## src/include/sdcd_pkg.sv

```systemverilog
// Constants and types shared by the SDRAM command decoder
package sdcd_pkg;

   // Pin widths and counts
   localparam int BA_W      = 3;
   localparam int ADDR_W    = 16;
   localparam int NUM_BANKS = 8;
   localparam int NUM_MR    = 4;
   localparam int MR_SEL_W  = 2;
   localparam int PIN_W     = 5 + BA_W + ADDR_W;
   localparam int COL_W     = 11;
   localparam int TMR_W     = 8;
   localparam int BURST_W   = 3;
   localparam int TICK_W    = 10;
   localparam int ST_W      = 5;

   // Address bit positions
   localparam int A10_POS = 10;
   localparam int A11_POS = 11;
   localparam int A12_POS = 12;

   // Burst field in mode register zero
   localparam int MR0_BL_LSB = 0;
   localparam int MR0_BL_MSB = 1;
   localparam logic [1:0] BL_FIXED8 = 2'h0;
   localparam logic [1:0] BL_OTF    = 2'h1;
   localparam logic [1:0] BL_FIXED4 = 2'h2;
   localparam logic [ADDR_W-1:0] MR_RST = 16'h0000;

   // Burst durations in clocks, two beats per clock
   localparam logic [BURST_W-1:0] BL8_CLKS = 3'h4;
   localparam logic [BURST_W-1:0] BC4_CLKS = 3'h2;

   // Average refresh interval used inside self refresh
   localparam int CLK_PERIOD_PS = 8000;
   localparam int TREFI_PS      = 7800000;
   localparam logic [TICK_W-1:0] TREFI_CLKS = TICK_W'(TREFI_PS / CLK_PERIOD_PS);

   // Idle levels of the pins: deselected, CKE low
   localparam logic [PIN_W-1:0] PIN_IDLE = {5'h1e, {(BA_W + ADDR_W){1'b0}}};

   // Command codes of RAS#, CAS#, WE#
   localparam logic [2:0] CMD_MRS = 3'h0;
   localparam logic [2:0] CMD_REF = 3'h1;
   localparam logic [2:0] CMD_PRE = 3'h2;
   localparam logic [2:0] CMD_ACT = 3'h3;
   localparam logic [2:0] CMD_WR  = 3'h4;
   localparam logic [2:0] CMD_RD  = 3'h5;
   localparam logic [2:0] CMD_ZQ  = 3'h6;
   localparam logic [2:0] CMD_NOP = 3'h7;

   // Power states
   typedef enum logic [ST_W-1:0] {
      ST_NORM   = 5'h01,
      ST_PD_ACT = 5'h02,
      ST_PD_PRE = 5'h04,
      ST_PD     = 5'h08,
      ST_SREF   = 5'h10
   } sdcd_state_t;

endpackage : sdcd_pkg

```

## src/hdl/sdcd_sync.sv

```systemverilog
// Two-stage synchroniser for a bundle of pin inputs
`timescale 1ns/100ps
module sdcd_sync #(
   parameter int               WIDTH   = 1,
   parameter logic [WIDTH-1:0] RST_VAL = '0
)(
   input  wire logic             clk,
   input  wire logic             rst_b,
   input  wire logic [WIDTH-1:0] din,
   output logic      [WIDTH-1:0] dout
);

   logic [WIDTH-1:0] meta_ff;
   logic [WIDTH-1:0] sync_ff;

   // First stage feeds only the second
   always_ff @(posedge clk or negedge rst_b) begin
      if (!rst_b) begin
         meta_ff <= RST_VAL;
         sync_ff <= RST_VAL;
      end else begin
         meta_ff <= din;
         sync_ff <= meta_ff;
      end
   end

   assign dout = sync_ff;

endmodule : sdcd_sync

```

## src/hdl/sdcd_decode.sv

```systemverilog
// SDRAM command decoder with CKE power state tracking
`timescale 1ns/100ps
module sdcd_decode
   import sdcd_pkg::*;
#(
   parameter logic [TMR_W-1:0] REF_CLKS = 8'h20,
   parameter logic [TMR_W-1:0] PRE_CLKS = 8'h04,
   parameter logic [TMR_W-1:0] XP_CLKS  = 8'h04
)(
   input  wire logic                 CLK_SYS,
   input  wire logic                 RST_B,
   input  wire logic                 CS_B,
   input  wire logic                 RAS_B,
   input  wire logic                 CAS_B,
   input  wire logic                 WE_B,
   input  wire logic                 CKE,
   input  wire logic [BA_W-1:0]      BA,
   input  wire logic [ADDR_W-1:0]    ADDR,
   output logic      [ST_W-1:0]      STATE,
   output logic                      IDLE,
   output logic                      CMD_MRS,
   output logic                      CMD_REF,
   output logic                      CMD_ACT,
   output logic                      CMD_RD,
   output logic                      CMD_WR,
   output logic                      CMD_PRE,
   output logic                      CMD_ZQL,
   output logic                      CMD_ZQS,
   output logic                      CMD_ZQ_INIT,
   output logic      [BA_W-1:0]      CMD_BANK,
   output logic      [ADDR_W-1:0]    CMD_ADDR,
   output logic      [COL_W-1:0]     CMD_COL,
   output logic                      CMD_AUTOPRE,
   output logic                      CMD_CHOP,
   output logic      [NUM_BANKS-1:0] PRE_MASK,
   output logic      [NUM_BANKS-1:0] BANK_OPEN,
   output logic                      BURST_BUSY,
   output logic                      REF_BUSY,
   output logic      [ADDR_W-1:0]    REF_ROW,
   output logic      [ADDR_W-1:0]    MODE_REG0,
   output logic      [ADDR_W-1:0]    MODE_REG1,
   output logic      [ADDR_W-1:0]    MODE_REG2,
   output logic      [ADDR_W-1:0]    MODE_REG3
);

   ////////////////////////////////////////////////////////////////////////////
   // Pin capture

   logic [PIN_W-1:0]   pin_s;
   logic               cs_b;
   logic               ras_b;
   logic               cas_b;
   logic               we_b;
   logic               cke_now;
   logic [BA_W-1:0]    ba;
   logic [ADDR_W-1:0]  addr;
   logic [2:0]         cmd;

   // Pins cross into the clock domain before decoding
   sdcd_sync #(
      .WIDTH   (PIN_W),
      .RST_VAL (PIN_IDLE)
   ) u_pin_sync (
      .clk   (CLK_SYS),
      .rst_b (RST_B),
      .din   ({CS_B, RAS_B, CAS_B, WE_B, CKE, BA, ADDR}),
      .dout  (pin_s)
   );

   // Termination control has no input here, so it cannot sway decode
   assign {cs_b, ras_b, cas_b, we_b, cke_now, ba, addr} = pin_s;
   assign cmd = {ras_b, cas_b, we_b};

   ////////////////////////////////////////////////////////////////////////////
   // State registers

   sdcd_state_t          state_ff;
   sdcd_state_t          nxt_state;
   logic                 cke_prev_ff;
   logic [ADDR_W-1:0]    mode_reg_ff [NUM_MR];
   logic [NUM_BANKS-1:0] bank_open_ff;
   logic [NUM_BANKS-1:0] nxt_bank_open;
   logic [BURST_W-1:0]   burst_cnt_ff;
   logic                 ap_pend_ff;
   logic [BA_W-1:0]      ap_bank_ff;
   logic [TMR_W-1:0]     pre_cnt_ff;
   logic [TMR_W-1:0]     ref_cnt_ff;
   logic [TMR_W-1:0]     xp_cnt_ff;
   logic [TICK_W-1:0]    sref_tick_ff;
   logic [ADDR_W-1:0]    ref_row_ff;
   logic                 zq_done_ff;

   ////////////////////////////////////////////////////////////////////////////
   // Command decode

   logic                 in_norm;
   logic                 nop_des;
   logic                 cmd_ok;
   logic                 is_mrs;
   logic                 is_ref;
   logic                 is_pre;
   logic                 is_act;
   logic                 is_zq;
   logic                 is_rw;
   logic                 chop;
   logic                 burst_end;
   logic                 quiet;
   logic                 cke_fall;
   logic                 cke_rise;
   logic                 sref_tick;
   logic [NUM_BANKS-1:0] pre_mask;

   // Deselect or no-operation: nothing new starts
   assign nop_des = cs_b | (cmd == CMD_NOP);
   assign in_norm = (state_ff == ST_NORM);

   // Commands only with select low and CKE high on both edges
   assign cmd_ok = in_norm & cke_prev_ff & cke_now & ~cs_b;

   // Strobe code table; pulse ports share the code names, so codes are scoped
   assign is_mrs = cmd_ok & (cmd == sdcd_pkg::CMD_MRS);
   assign is_ref = cmd_ok & (cmd == sdcd_pkg::CMD_REF);
   assign is_pre = cmd_ok & (cmd == sdcd_pkg::CMD_PRE);
   assign is_act = cmd_ok & (cmd == sdcd_pkg::CMD_ACT);
   assign is_zq  = cmd_ok & (cmd == CMD_ZQ);

   // A new burst is not taken while one is running
   assign is_rw = cmd_ok & ((cmd == sdcd_pkg::CMD_RD) | (cmd == sdcd_pkg::CMD_WR))
                & (burst_cnt_ff == '0);

   // Burst length from mode register zero and A12
   always_comb begin
      unique case (mode_reg_ff[0][MR0_BL_MSB:MR0_BL_LSB])
         BL_FIXED8: chop = 1'b0;
         BL_OTF:    chop = ~addr[A12_POS];
         BL_FIXED4: chop = 1'b1;
         default:   chop = 1'b0;
      endcase
   end

   // Quiet: banks closed, no burst, all timers expired
   assign quiet = (bank_open_ff == '0) & (burst_cnt_ff == '0) & (pre_cnt_ff == '0)
                & (ref_cnt_ff == '0) & (xp_cnt_ff == '0);
   assign IDLE  = quiet & cke_now & in_norm;

   // CKE edges from samples at n-1 and n
   assign cke_fall  = in_norm & cke_prev_ff & ~cke_now;
   assign cke_rise  = ~cke_prev_ff & cke_now;
   assign burst_end = (burst_cnt_ff == BURST_W'(1));
   assign sref_tick = (state_ff == ST_SREF) & (sref_tick_ff == TREFI_CLKS - TICK_W'(1));

   // Precharge target: one bank or all banks
   always_comb begin
      pre_mask = '0;
      if (addr[A10_POS]) begin
         pre_mask = '1;
      end else begin
         pre_mask[ba] = 1'b1;
      end
   end

   ////////////////////////////////////////////////////////////////////////////
   // Power state machine

   // Next power state from current state and CKE pair
   always_comb begin
      nxt_state = state_ff;
      unique case (state_ff)
         ST_NORM: begin
            if (cke_fall) begin
               if (!cs_b && cmd == sdcd_pkg::CMD_REF && quiet) begin
                  nxt_state = ST_SREF;
               end else if (nop_des) begin
                  if (bank_open_ff != '0) begin
                     nxt_state = ST_PD_ACT;
                  end else if (burst_cnt_ff != '0 || pre_cnt_ff != '0) begin
                     nxt_state = ST_PD;
                  end else begin
                     nxt_state = ST_PD_PRE;
                  end
               end
            end
         end
         ST_PD_ACT, ST_PD_PRE, ST_PD: begin
            // CKE low twice holds; rise with deselect or no-op exits
            if (cke_rise && nop_des) begin
               nxt_state = ST_NORM;
            end
         end
         ST_SREF: begin
            // Exit taken on CKE alone, command pins not decoded
            if (cke_now) begin
               nxt_state = ST_NORM;
            end
         end
         default: nxt_state = ST_NORM;
      endcase
   end

   // State and previous CKE; reset pin loads ST_NORM and clears previous CKE
   always_ff @(posedge CLK_SYS or negedge RST_B) begin
      if (!RST_B) begin
         state_ff    <= ST_NORM;
         cke_prev_ff <= 1'b0;
      end else begin
         state_ff    <= nxt_state;
         cke_prev_ff <= cke_now;
      end
   end

   // Exit timer holds off idle after power-down or self refresh
   always_ff @(posedge CLK_SYS or negedge RST_B) begin
      if (!RST_B) begin
         xp_cnt_ff <= '0;
      end else if (!in_norm && nxt_state == ST_NORM) begin
         xp_cnt_ff <= XP_CLKS;
      end else if (xp_cnt_ff != '0) begin
         xp_cnt_ff <= xp_cnt_ff - TMR_W'(1);
      end
   end

   ////////////////////////////////////////////////////////////////////////////
   // Mode registers

   // Bank address picks one of four registers
   always_ff @(posedge CLK_SYS or negedge RST_B) begin
      if (!RST_B) begin
         for (int i = 0; i < NUM_MR; i++) begin
            mode_reg_ff[i] <= MR_RST;
         end
      end else if (is_mrs) begin
         mode_reg_ff[ba[MR_SEL_W-1:0]] <= addr;
      end
   end

   ////////////////////////////////////////////////////////////////////////////
   // Banks, bursts and precharge

   // Open the addressed bank; close the addressed bank, or all banks on precharge with A10
   always_comb begin
      nxt_bank_open = bank_open_ff;
      if (burst_end && ap_pend_ff) begin
         nxt_bank_open[ap_bank_ff] = 1'b0;
      end
      if (is_pre) begin
         nxt_bank_open = nxt_bank_open & ~pre_mask;
      end
      if (is_act) begin
         nxt_bank_open[ba] = 1'b1;
      end
   end

   always_ff @(posedge CLK_SYS or negedge RST_B) begin
      if (!RST_B) begin
         bank_open_ff <= '0;
      end else begin
         bank_open_ff <= nxt_bank_open;
      end
   end

   // Burst counter runs out even through power-down
   always_ff @(posedge CLK_SYS or negedge RST_B) begin
      if (!RST_B) begin
         burst_cnt_ff <= '0;
         ap_pend_ff   <= 1'b0;
         ap_bank_ff   <= '0;
      end else if (is_rw) begin
         burst_cnt_ff <= chop ? BC4_CLKS : BL8_CLKS;
         ap_pend_ff   <= addr[A10_POS];
         ap_bank_ff   <= ba;
      end else if (burst_cnt_ff != '0) begin
         burst_cnt_ff <= burst_cnt_ff - BURST_W'(1);
         if (burst_end) begin
            ap_pend_ff <= 1'b0;
         end
      end
   end

   // Precharge busy time after explicit or auto precharge
   always_ff @(posedge CLK_SYS or negedge RST_B) begin
      if (!RST_B) begin
         pre_cnt_ff <= '0;
      end else if (is_pre || (burst_end && ap_pend_ff)) begin
         pre_cnt_ff <= PRE_CLKS;
      end else if (pre_cnt_ff != '0) begin
         pre_cnt_ff <= pre_cnt_ff - TMR_W'(1);
      end
   end

   ////////////////////////////////////////////////////////////////////////////
   // Refresh

   // Refresh busy time from a refresh command
   always_ff @(posedge CLK_SYS or negedge RST_B) begin
      if (!RST_B) begin
         ref_cnt_ff <= '0;
      end else if (is_ref) begin
         ref_cnt_ff <= REF_CLKS;
      end else if (ref_cnt_ff != '0) begin
         ref_cnt_ff <= ref_cnt_ff - TMR_W'(1);
      end
   end

   // Internal refresh ticks only in self refresh, never in power-down
   always_ff @(posedge CLK_SYS or negedge RST_B) begin
      if (!RST_B) begin
         sref_tick_ff <= '0;
      end else if (state_ff != ST_SREF || sref_tick) begin
         sref_tick_ff <= '0;
      end else begin
         sref_tick_ff <= sref_tick_ff + TICK_W'(1);
      end
   end

   // Row address comes from this counter, not the address pins
   always_ff @(posedge CLK_SYS or negedge RST_B) begin
      if (!RST_B) begin
         ref_row_ff <= '0;
      end else if (is_ref || sref_tick) begin
         ref_row_ff <= ref_row_ff + ADDR_W'(1);
      end
   end

   ////////////////////////////////////////////////////////////////////////////
   // Calibration

   // First long calibration is the initial one
   always_ff @(posedge CLK_SYS or negedge RST_B) begin
      if (!RST_B) begin
         zq_done_ff <= 1'b0;
      end else if (is_zq && addr[A10_POS]) begin
         zq_done_ff <= 1'b1;
      end
   end

   ////////////////////////////////////////////////////////////////////////////
   // Command outputs

   // One-cycle command pulses
   always_ff @(posedge CLK_SYS or negedge RST_B) begin
      if (!RST_B) begin
         CMD_MRS     <= 1'b0;
         CMD_REF     <= 1'b0;
         CMD_ACT     <= 1'b0;
         CMD_RD      <= 1'b0;
         CMD_WR      <= 1'b0;
         CMD_PRE     <= 1'b0;
         CMD_ZQL     <= 1'b0;
         CMD_ZQS     <= 1'b0;
         CMD_ZQ_INIT <= 1'b0;
      end else begin
         CMD_MRS     <= is_mrs;
         CMD_REF     <= is_ref;
         CMD_ACT     <= is_act;
         CMD_RD      <= is_rw & (cmd == sdcd_pkg::CMD_RD);
         CMD_WR      <= is_rw & (cmd == sdcd_pkg::CMD_WR);
         CMD_PRE     <= is_pre;
         CMD_ZQL     <= is_zq & addr[A10_POS];
         CMD_ZQS     <= is_zq & ~addr[A10_POS];
         CMD_ZQ_INIT <= is_zq & addr[A10_POS] & ~zq_done_ff;
      end
   end

   // Command fields held until the next select with CKE high, no-ops and refused bursts included
   always_ff @(posedge CLK_SYS or negedge RST_B) begin
      if (!RST_B) begin
         CMD_BANK    <= '0;
         CMD_ADDR    <= '0;
         CMD_COL     <= '0;
         CMD_AUTOPRE <= 1'b0;
         CMD_CHOP    <= 1'b0;
         PRE_MASK    <= '0;
      end else if (cmd_ok) begin
         CMD_BANK    <= ba;
         CMD_ADDR    <= addr;
         CMD_COL     <= {addr[A11_POS], addr[A10_POS-1:0]};
         CMD_AUTOPRE <= is_rw & addr[A10_POS];
         CMD_CHOP    <= is_rw & chop;
         PRE_MASK    <= is_pre ? pre_mask : '0;
      end
   end

   // Status views of internal registers
   assign STATE      = state_ff;
   assign BANK_OPEN  = bank_open_ff;
   assign BURST_BUSY = (burst_cnt_ff != '0);
   assign REF_BUSY   = (ref_cnt_ff != '0);
   assign REF_ROW    = ref_row_ff;
   assign MODE_REG0  = mode_reg_ff[0];
   assign MODE_REG1  = mode_reg_ff[1];
   assign MODE_REG2  = mode_reg_ff[2];
   assign MODE_REG3  = mode_reg_ff[3];
endmodule : sdcd_decode

```

## config.mk

```make
export PLATFORM = sky130hd
export DESIGN_NAME = sdcd_decode
export DESIGN_NICKNAME = d
export VERILOG_FILES = /design/src/include/sdcd_pkg.sv /design/src/hdl/sdcd_sync.sv /design/src/hdl/sdcd_decode.sv
export SDC_FILE = /design/constraint.sdc
export NUM_CORES = 1
export LEC_CHECK = 0
export ABC_AREA = 0
export BUFFER_PORTS_ARGS = -buffer_cell sky130_fd_sc_hd__buf_4
export CORE_ASPECT_RATIO = 1.1
export CORE_MARGIN = 5
export CORE_UTILIZATION = 30
export CTS_BUF_LIST = sky130_fd_sc_hd__clkbuf_4 sky130_fd_sc_hd__clkbuf_8
export CTS_CLUSTER_SIZE = 24
export DETAILED_ROUTE_END_ITERATION = 10
export GPL_TIMING_DRIVEN = 0
export SYNTH_ARGS = -nofsm -noshare
export SYNTH_HDL_FRONTEND = slang
export SYNTH_SLANG_ARGS = --single-unit
```

## constraint.sdc

```tcl
create_clock -name CLK_SYS -period 2.25 [get_ports CLK_SYS]
set_input_delay 0.1125 -clock CLK_SYS [delete_from_list [all_inputs] [get_ports CLK_SYS]]
set_output_delay 0.1125 -clock CLK_SYS [all_outputs]
set_load 0.05 [all_outputs]
```

==> impl_metrics.tcl <==
set metrics [dict create \
    status "finished, violations left" \
    violations "setup timing" \
    drive_above_1_share_pct 43.9 \
    viasPerCell 4.59 \
    grt_use_total_pct 13.4 \
    stdcell_area_mm2 0.0124 \
    cts.reportedPaths.clkPinSlew_ns 0.06 \
    met2WireLength_um 10900 \
    cts-buffers-inserted 40 \
    syn2layout_area_growth_pct 38.3 \
    synth_edf_count 0 \
    io_buffers 170 \
    final_hold_viol_count 0 \
    die_x_um 175 \
    gp_congestion 0.829 \
    setup_ws_ns -0.253 \
    n_antenna_cell 0 \
    grt_pass1_vias 6404 \
    power_density_mw_per_mm2 1090 \
    synth.top_cell.area_share_pct 59.7 \
    drtAntennaViolNets 0 \
    wl_per_cell_um 17.1 \
    maxClockFrequency_mhz 399 \
    r2r_slack_ns -0.02 \
    num_rows 66 \
    critPathCaptureType "primary output" \
    worstPathRequired_ns 2.14 \
    drc 0 \
    gr-total-overflow 0 \
    post_dp_cell_area_mm2 0.0107 \
    critical_path.max_fanout 5 \
    clk_latency_ns 0.54 \
    skew_ns 0.0205 \
    grt_pass1_wl_um 35600 \
    die_h_um 191 \
    netlist_instances 679 \
    via_count 6177 \
    rsz0062_at_grt "true" \
    ys_ff_latch 222 \
    cts.sinks 222 \
    yosys_warnings 0 \
    yosysTopAreaCell "dfrtp_1" \
    io_pins 171 \
    dr.max_layer_used "met4" \
    synth_area_mm2 0.00893 \
    preCtsSetupSlack_ns -0.405 \
    ir_drop_mv 0.497 \
    drtIter0Drc 215 \
    cts_root_buf "clkbuf_8" \
    stdcell_count 1346 \
    cts_tree "yes" \
    worstPathCellList "or4_4 > or3_4 > nor3_4 > and4_1 > buf_6" \
    async_reset_ff_share_pct 100 \
    cts_buffer_depth 3 \
    drt-met1-wl_um 9970 \
    start_util_pct 30.3 \
    syn_nets 719 \
    finalCritPeriodShare_pct 111 \
    hold_class "input port to flop" \
    worstPathArrival_ns 2.39 \
    ys_seq_area_share_pct 62.3 \
    grt_max_degree 115 \
    p_leak_nw 5.95 \
    startpoint_type "flop" \
    cts-htree-levels 2 \
    placed_cells 1224 \
    multi_input_area_mm2 0.00331 \
    synth_commonest_cells "213 x dfrtp_1, 75 x mux2_2, 52 x nor2_1, 29 x nand2_1, 26 x xnor2_1" \
    slowest_delay_ns 0.56 \
    met3WireLength_um 1160 \
    yosys.cell_count.top_type "dfrtp_1" \
    regArea_mm2 0.00558 \
    fp.dieArea_mm2 0.0333 \
    netlist_top_cells_area "dfrtp_1 60%, mux2_2 9.5%, dfstp_2 2.6%" \
    synth_area_per_cell_um2 13.2 \
    wirelength_um 23000 \
    report.final.slew_viol_count 0 \
    setup_viol 17 \
    critical_path_class "flop to primary output" \
    post-dp-hpwl_um 15200 \
    drv_cap 0 \
    worst_path_max_delay_cell "or4_4" \
    num-fill-cells 2742 \
    nets 982 \
    synth-main-ff-cell "dfrtp_1" \
    core_area_mm2 0.0295 \
    drt_first_pass_iters 4 \
    synth.distinct_cells 55 \
    utilization_pct 41.9 \
    antenna_found_initial 0 \
    slew_headroom_pct 45.1 \
    period_needed_ns 2.50 \
    worstMarginPinSlew_ns 0.821 \
]
[sequential cells by signal, summed over array words and instances, names as in the netlist, 3 cells and up]
signal	flops
BANK_OPEN	8
CMD_ADDR	16
CMD_BANK	3
MODE_REG0	16
MODE_REG1	16
MODE_REG2	16
MODE_REG3	16
PRE_MASK	8
REF_ROW	16
STATE	5
ap_bank_ff	3
burst_cnt_ff	3
pre_cnt_ff	8
ref_cnt_ff	8
sref_tick_ff	10
u_pin_sync.dout	24
u_pin_sync.meta_ff	24
xp_cnt_ff	8
[critical path: cells and delay by family, from the launching register on]
| kind | cells | cell delay, ns |
|---|---|---|
| flip-flops | 1 | 0.37 |
| buffers and inverters | 1 | 0.16 |
| AND/OR/NAND/NOR | 4 | 1.33 |
[metal layers]
layer,vias to the layer above,GRT usage [%]
met1,3054,17.0
met5,-,0
met2,158,21.5
met3,48,3.60
li1,2917,-
met4,0,5.92
[cell type report]
type | instances | area share [%]
multi-input combinational | 407 | 26.8
buffer | 26 | 1.66
sequential | 222 | 45.2
clock buffer | 66 | 6.49
timing repair buffer | 223 | 15.2
clock inverter | 6 | 0.294
inverter | 22 | 0.668
tap | 374 | 3.79
[metrics by stage]
| stage | hold WS (ns) | total power (W) | TNS [ns] |
|---|---|---|---|
| 2_1_floorplan | -0.183 | 0.00815 | -1.22 |
| 3_3_place_gp | 0.222 | 0.00939 | -150.04 |
| 3_5_place_dp | 0.223 | 0.00946 | -14.91 |
| 4_1_cts | 0.184 | 0.0136 | -0.511 |
| 5_1_grt | 0.173 | 0.0143 | -2.66 |
| 6_report | 0.218 | 0.0135 | -0.452 |
[kinds of logic (layout without fill, tap and decap cells)]
kind of cell	Yosys count	in the layout	share of synthesized area, %
simple gates	191	193	12.2
flops	222	222	62.3
fa+ha+maj	14	14	1.96
compound gates	78	78	5.49
buf+inv	52	343	3.25
xor+xnor	34	34	3.33
mux	88	88	11.5
[final timing paths]
path,start,to,cells after the start
worst max-delay path,pre_cnt_ff[3]$_DFFE_PN0P_,IDLE,5
worst min-delay path,ADDR[4],u_pin_sync.meta_ff[4]$_DFF_PN0_,2
worst max register to register,STATE[0]$_DFF_PN1_,MODE_REG0[10]$_DFFE_PN0P_,8
worst min register to register,u_pin_sync.meta_ff[6]$_DFF_PN0_,u_pin_sync.dout[6]$_DFF_PN0_,0
max in group asynchronous,RST_B,STATE[2]$_DFF_PN0_,3
min in group asynchronous,RST_B,MODE_REG2[7]$_DFFE_PN0P_,2
[power by group]
group	switching, W	internal (W)
logic	0.00281	0.00162
clock network	0.00166	0.00225
registers	0.000518	0.00467
total	0.00498	0.00854
[cell usage in the layout, fill, tap and decap left out, drive strengths merged, types with 21 or more instances in the layout]
cell type and count:
a21oi 22, mux2 85, buf 213, nor2 52, clkbuf 77, dfrtp 213, nand2 33, xnor2 26
inv 23, o21ai 21, dlygate4sd3 25
[timing repair]
action | CTS | global route
resized for setup | 34 | 22
setup buffers | 17 | 7
setup endpoints to repair | 112 | 78
gates cloned | 2 | 3
pin swaps | 8 | 7
hold endpoints to repair | 132 | 0
hold buffers | 25 | 0
(Power assumes the default switching activity.)
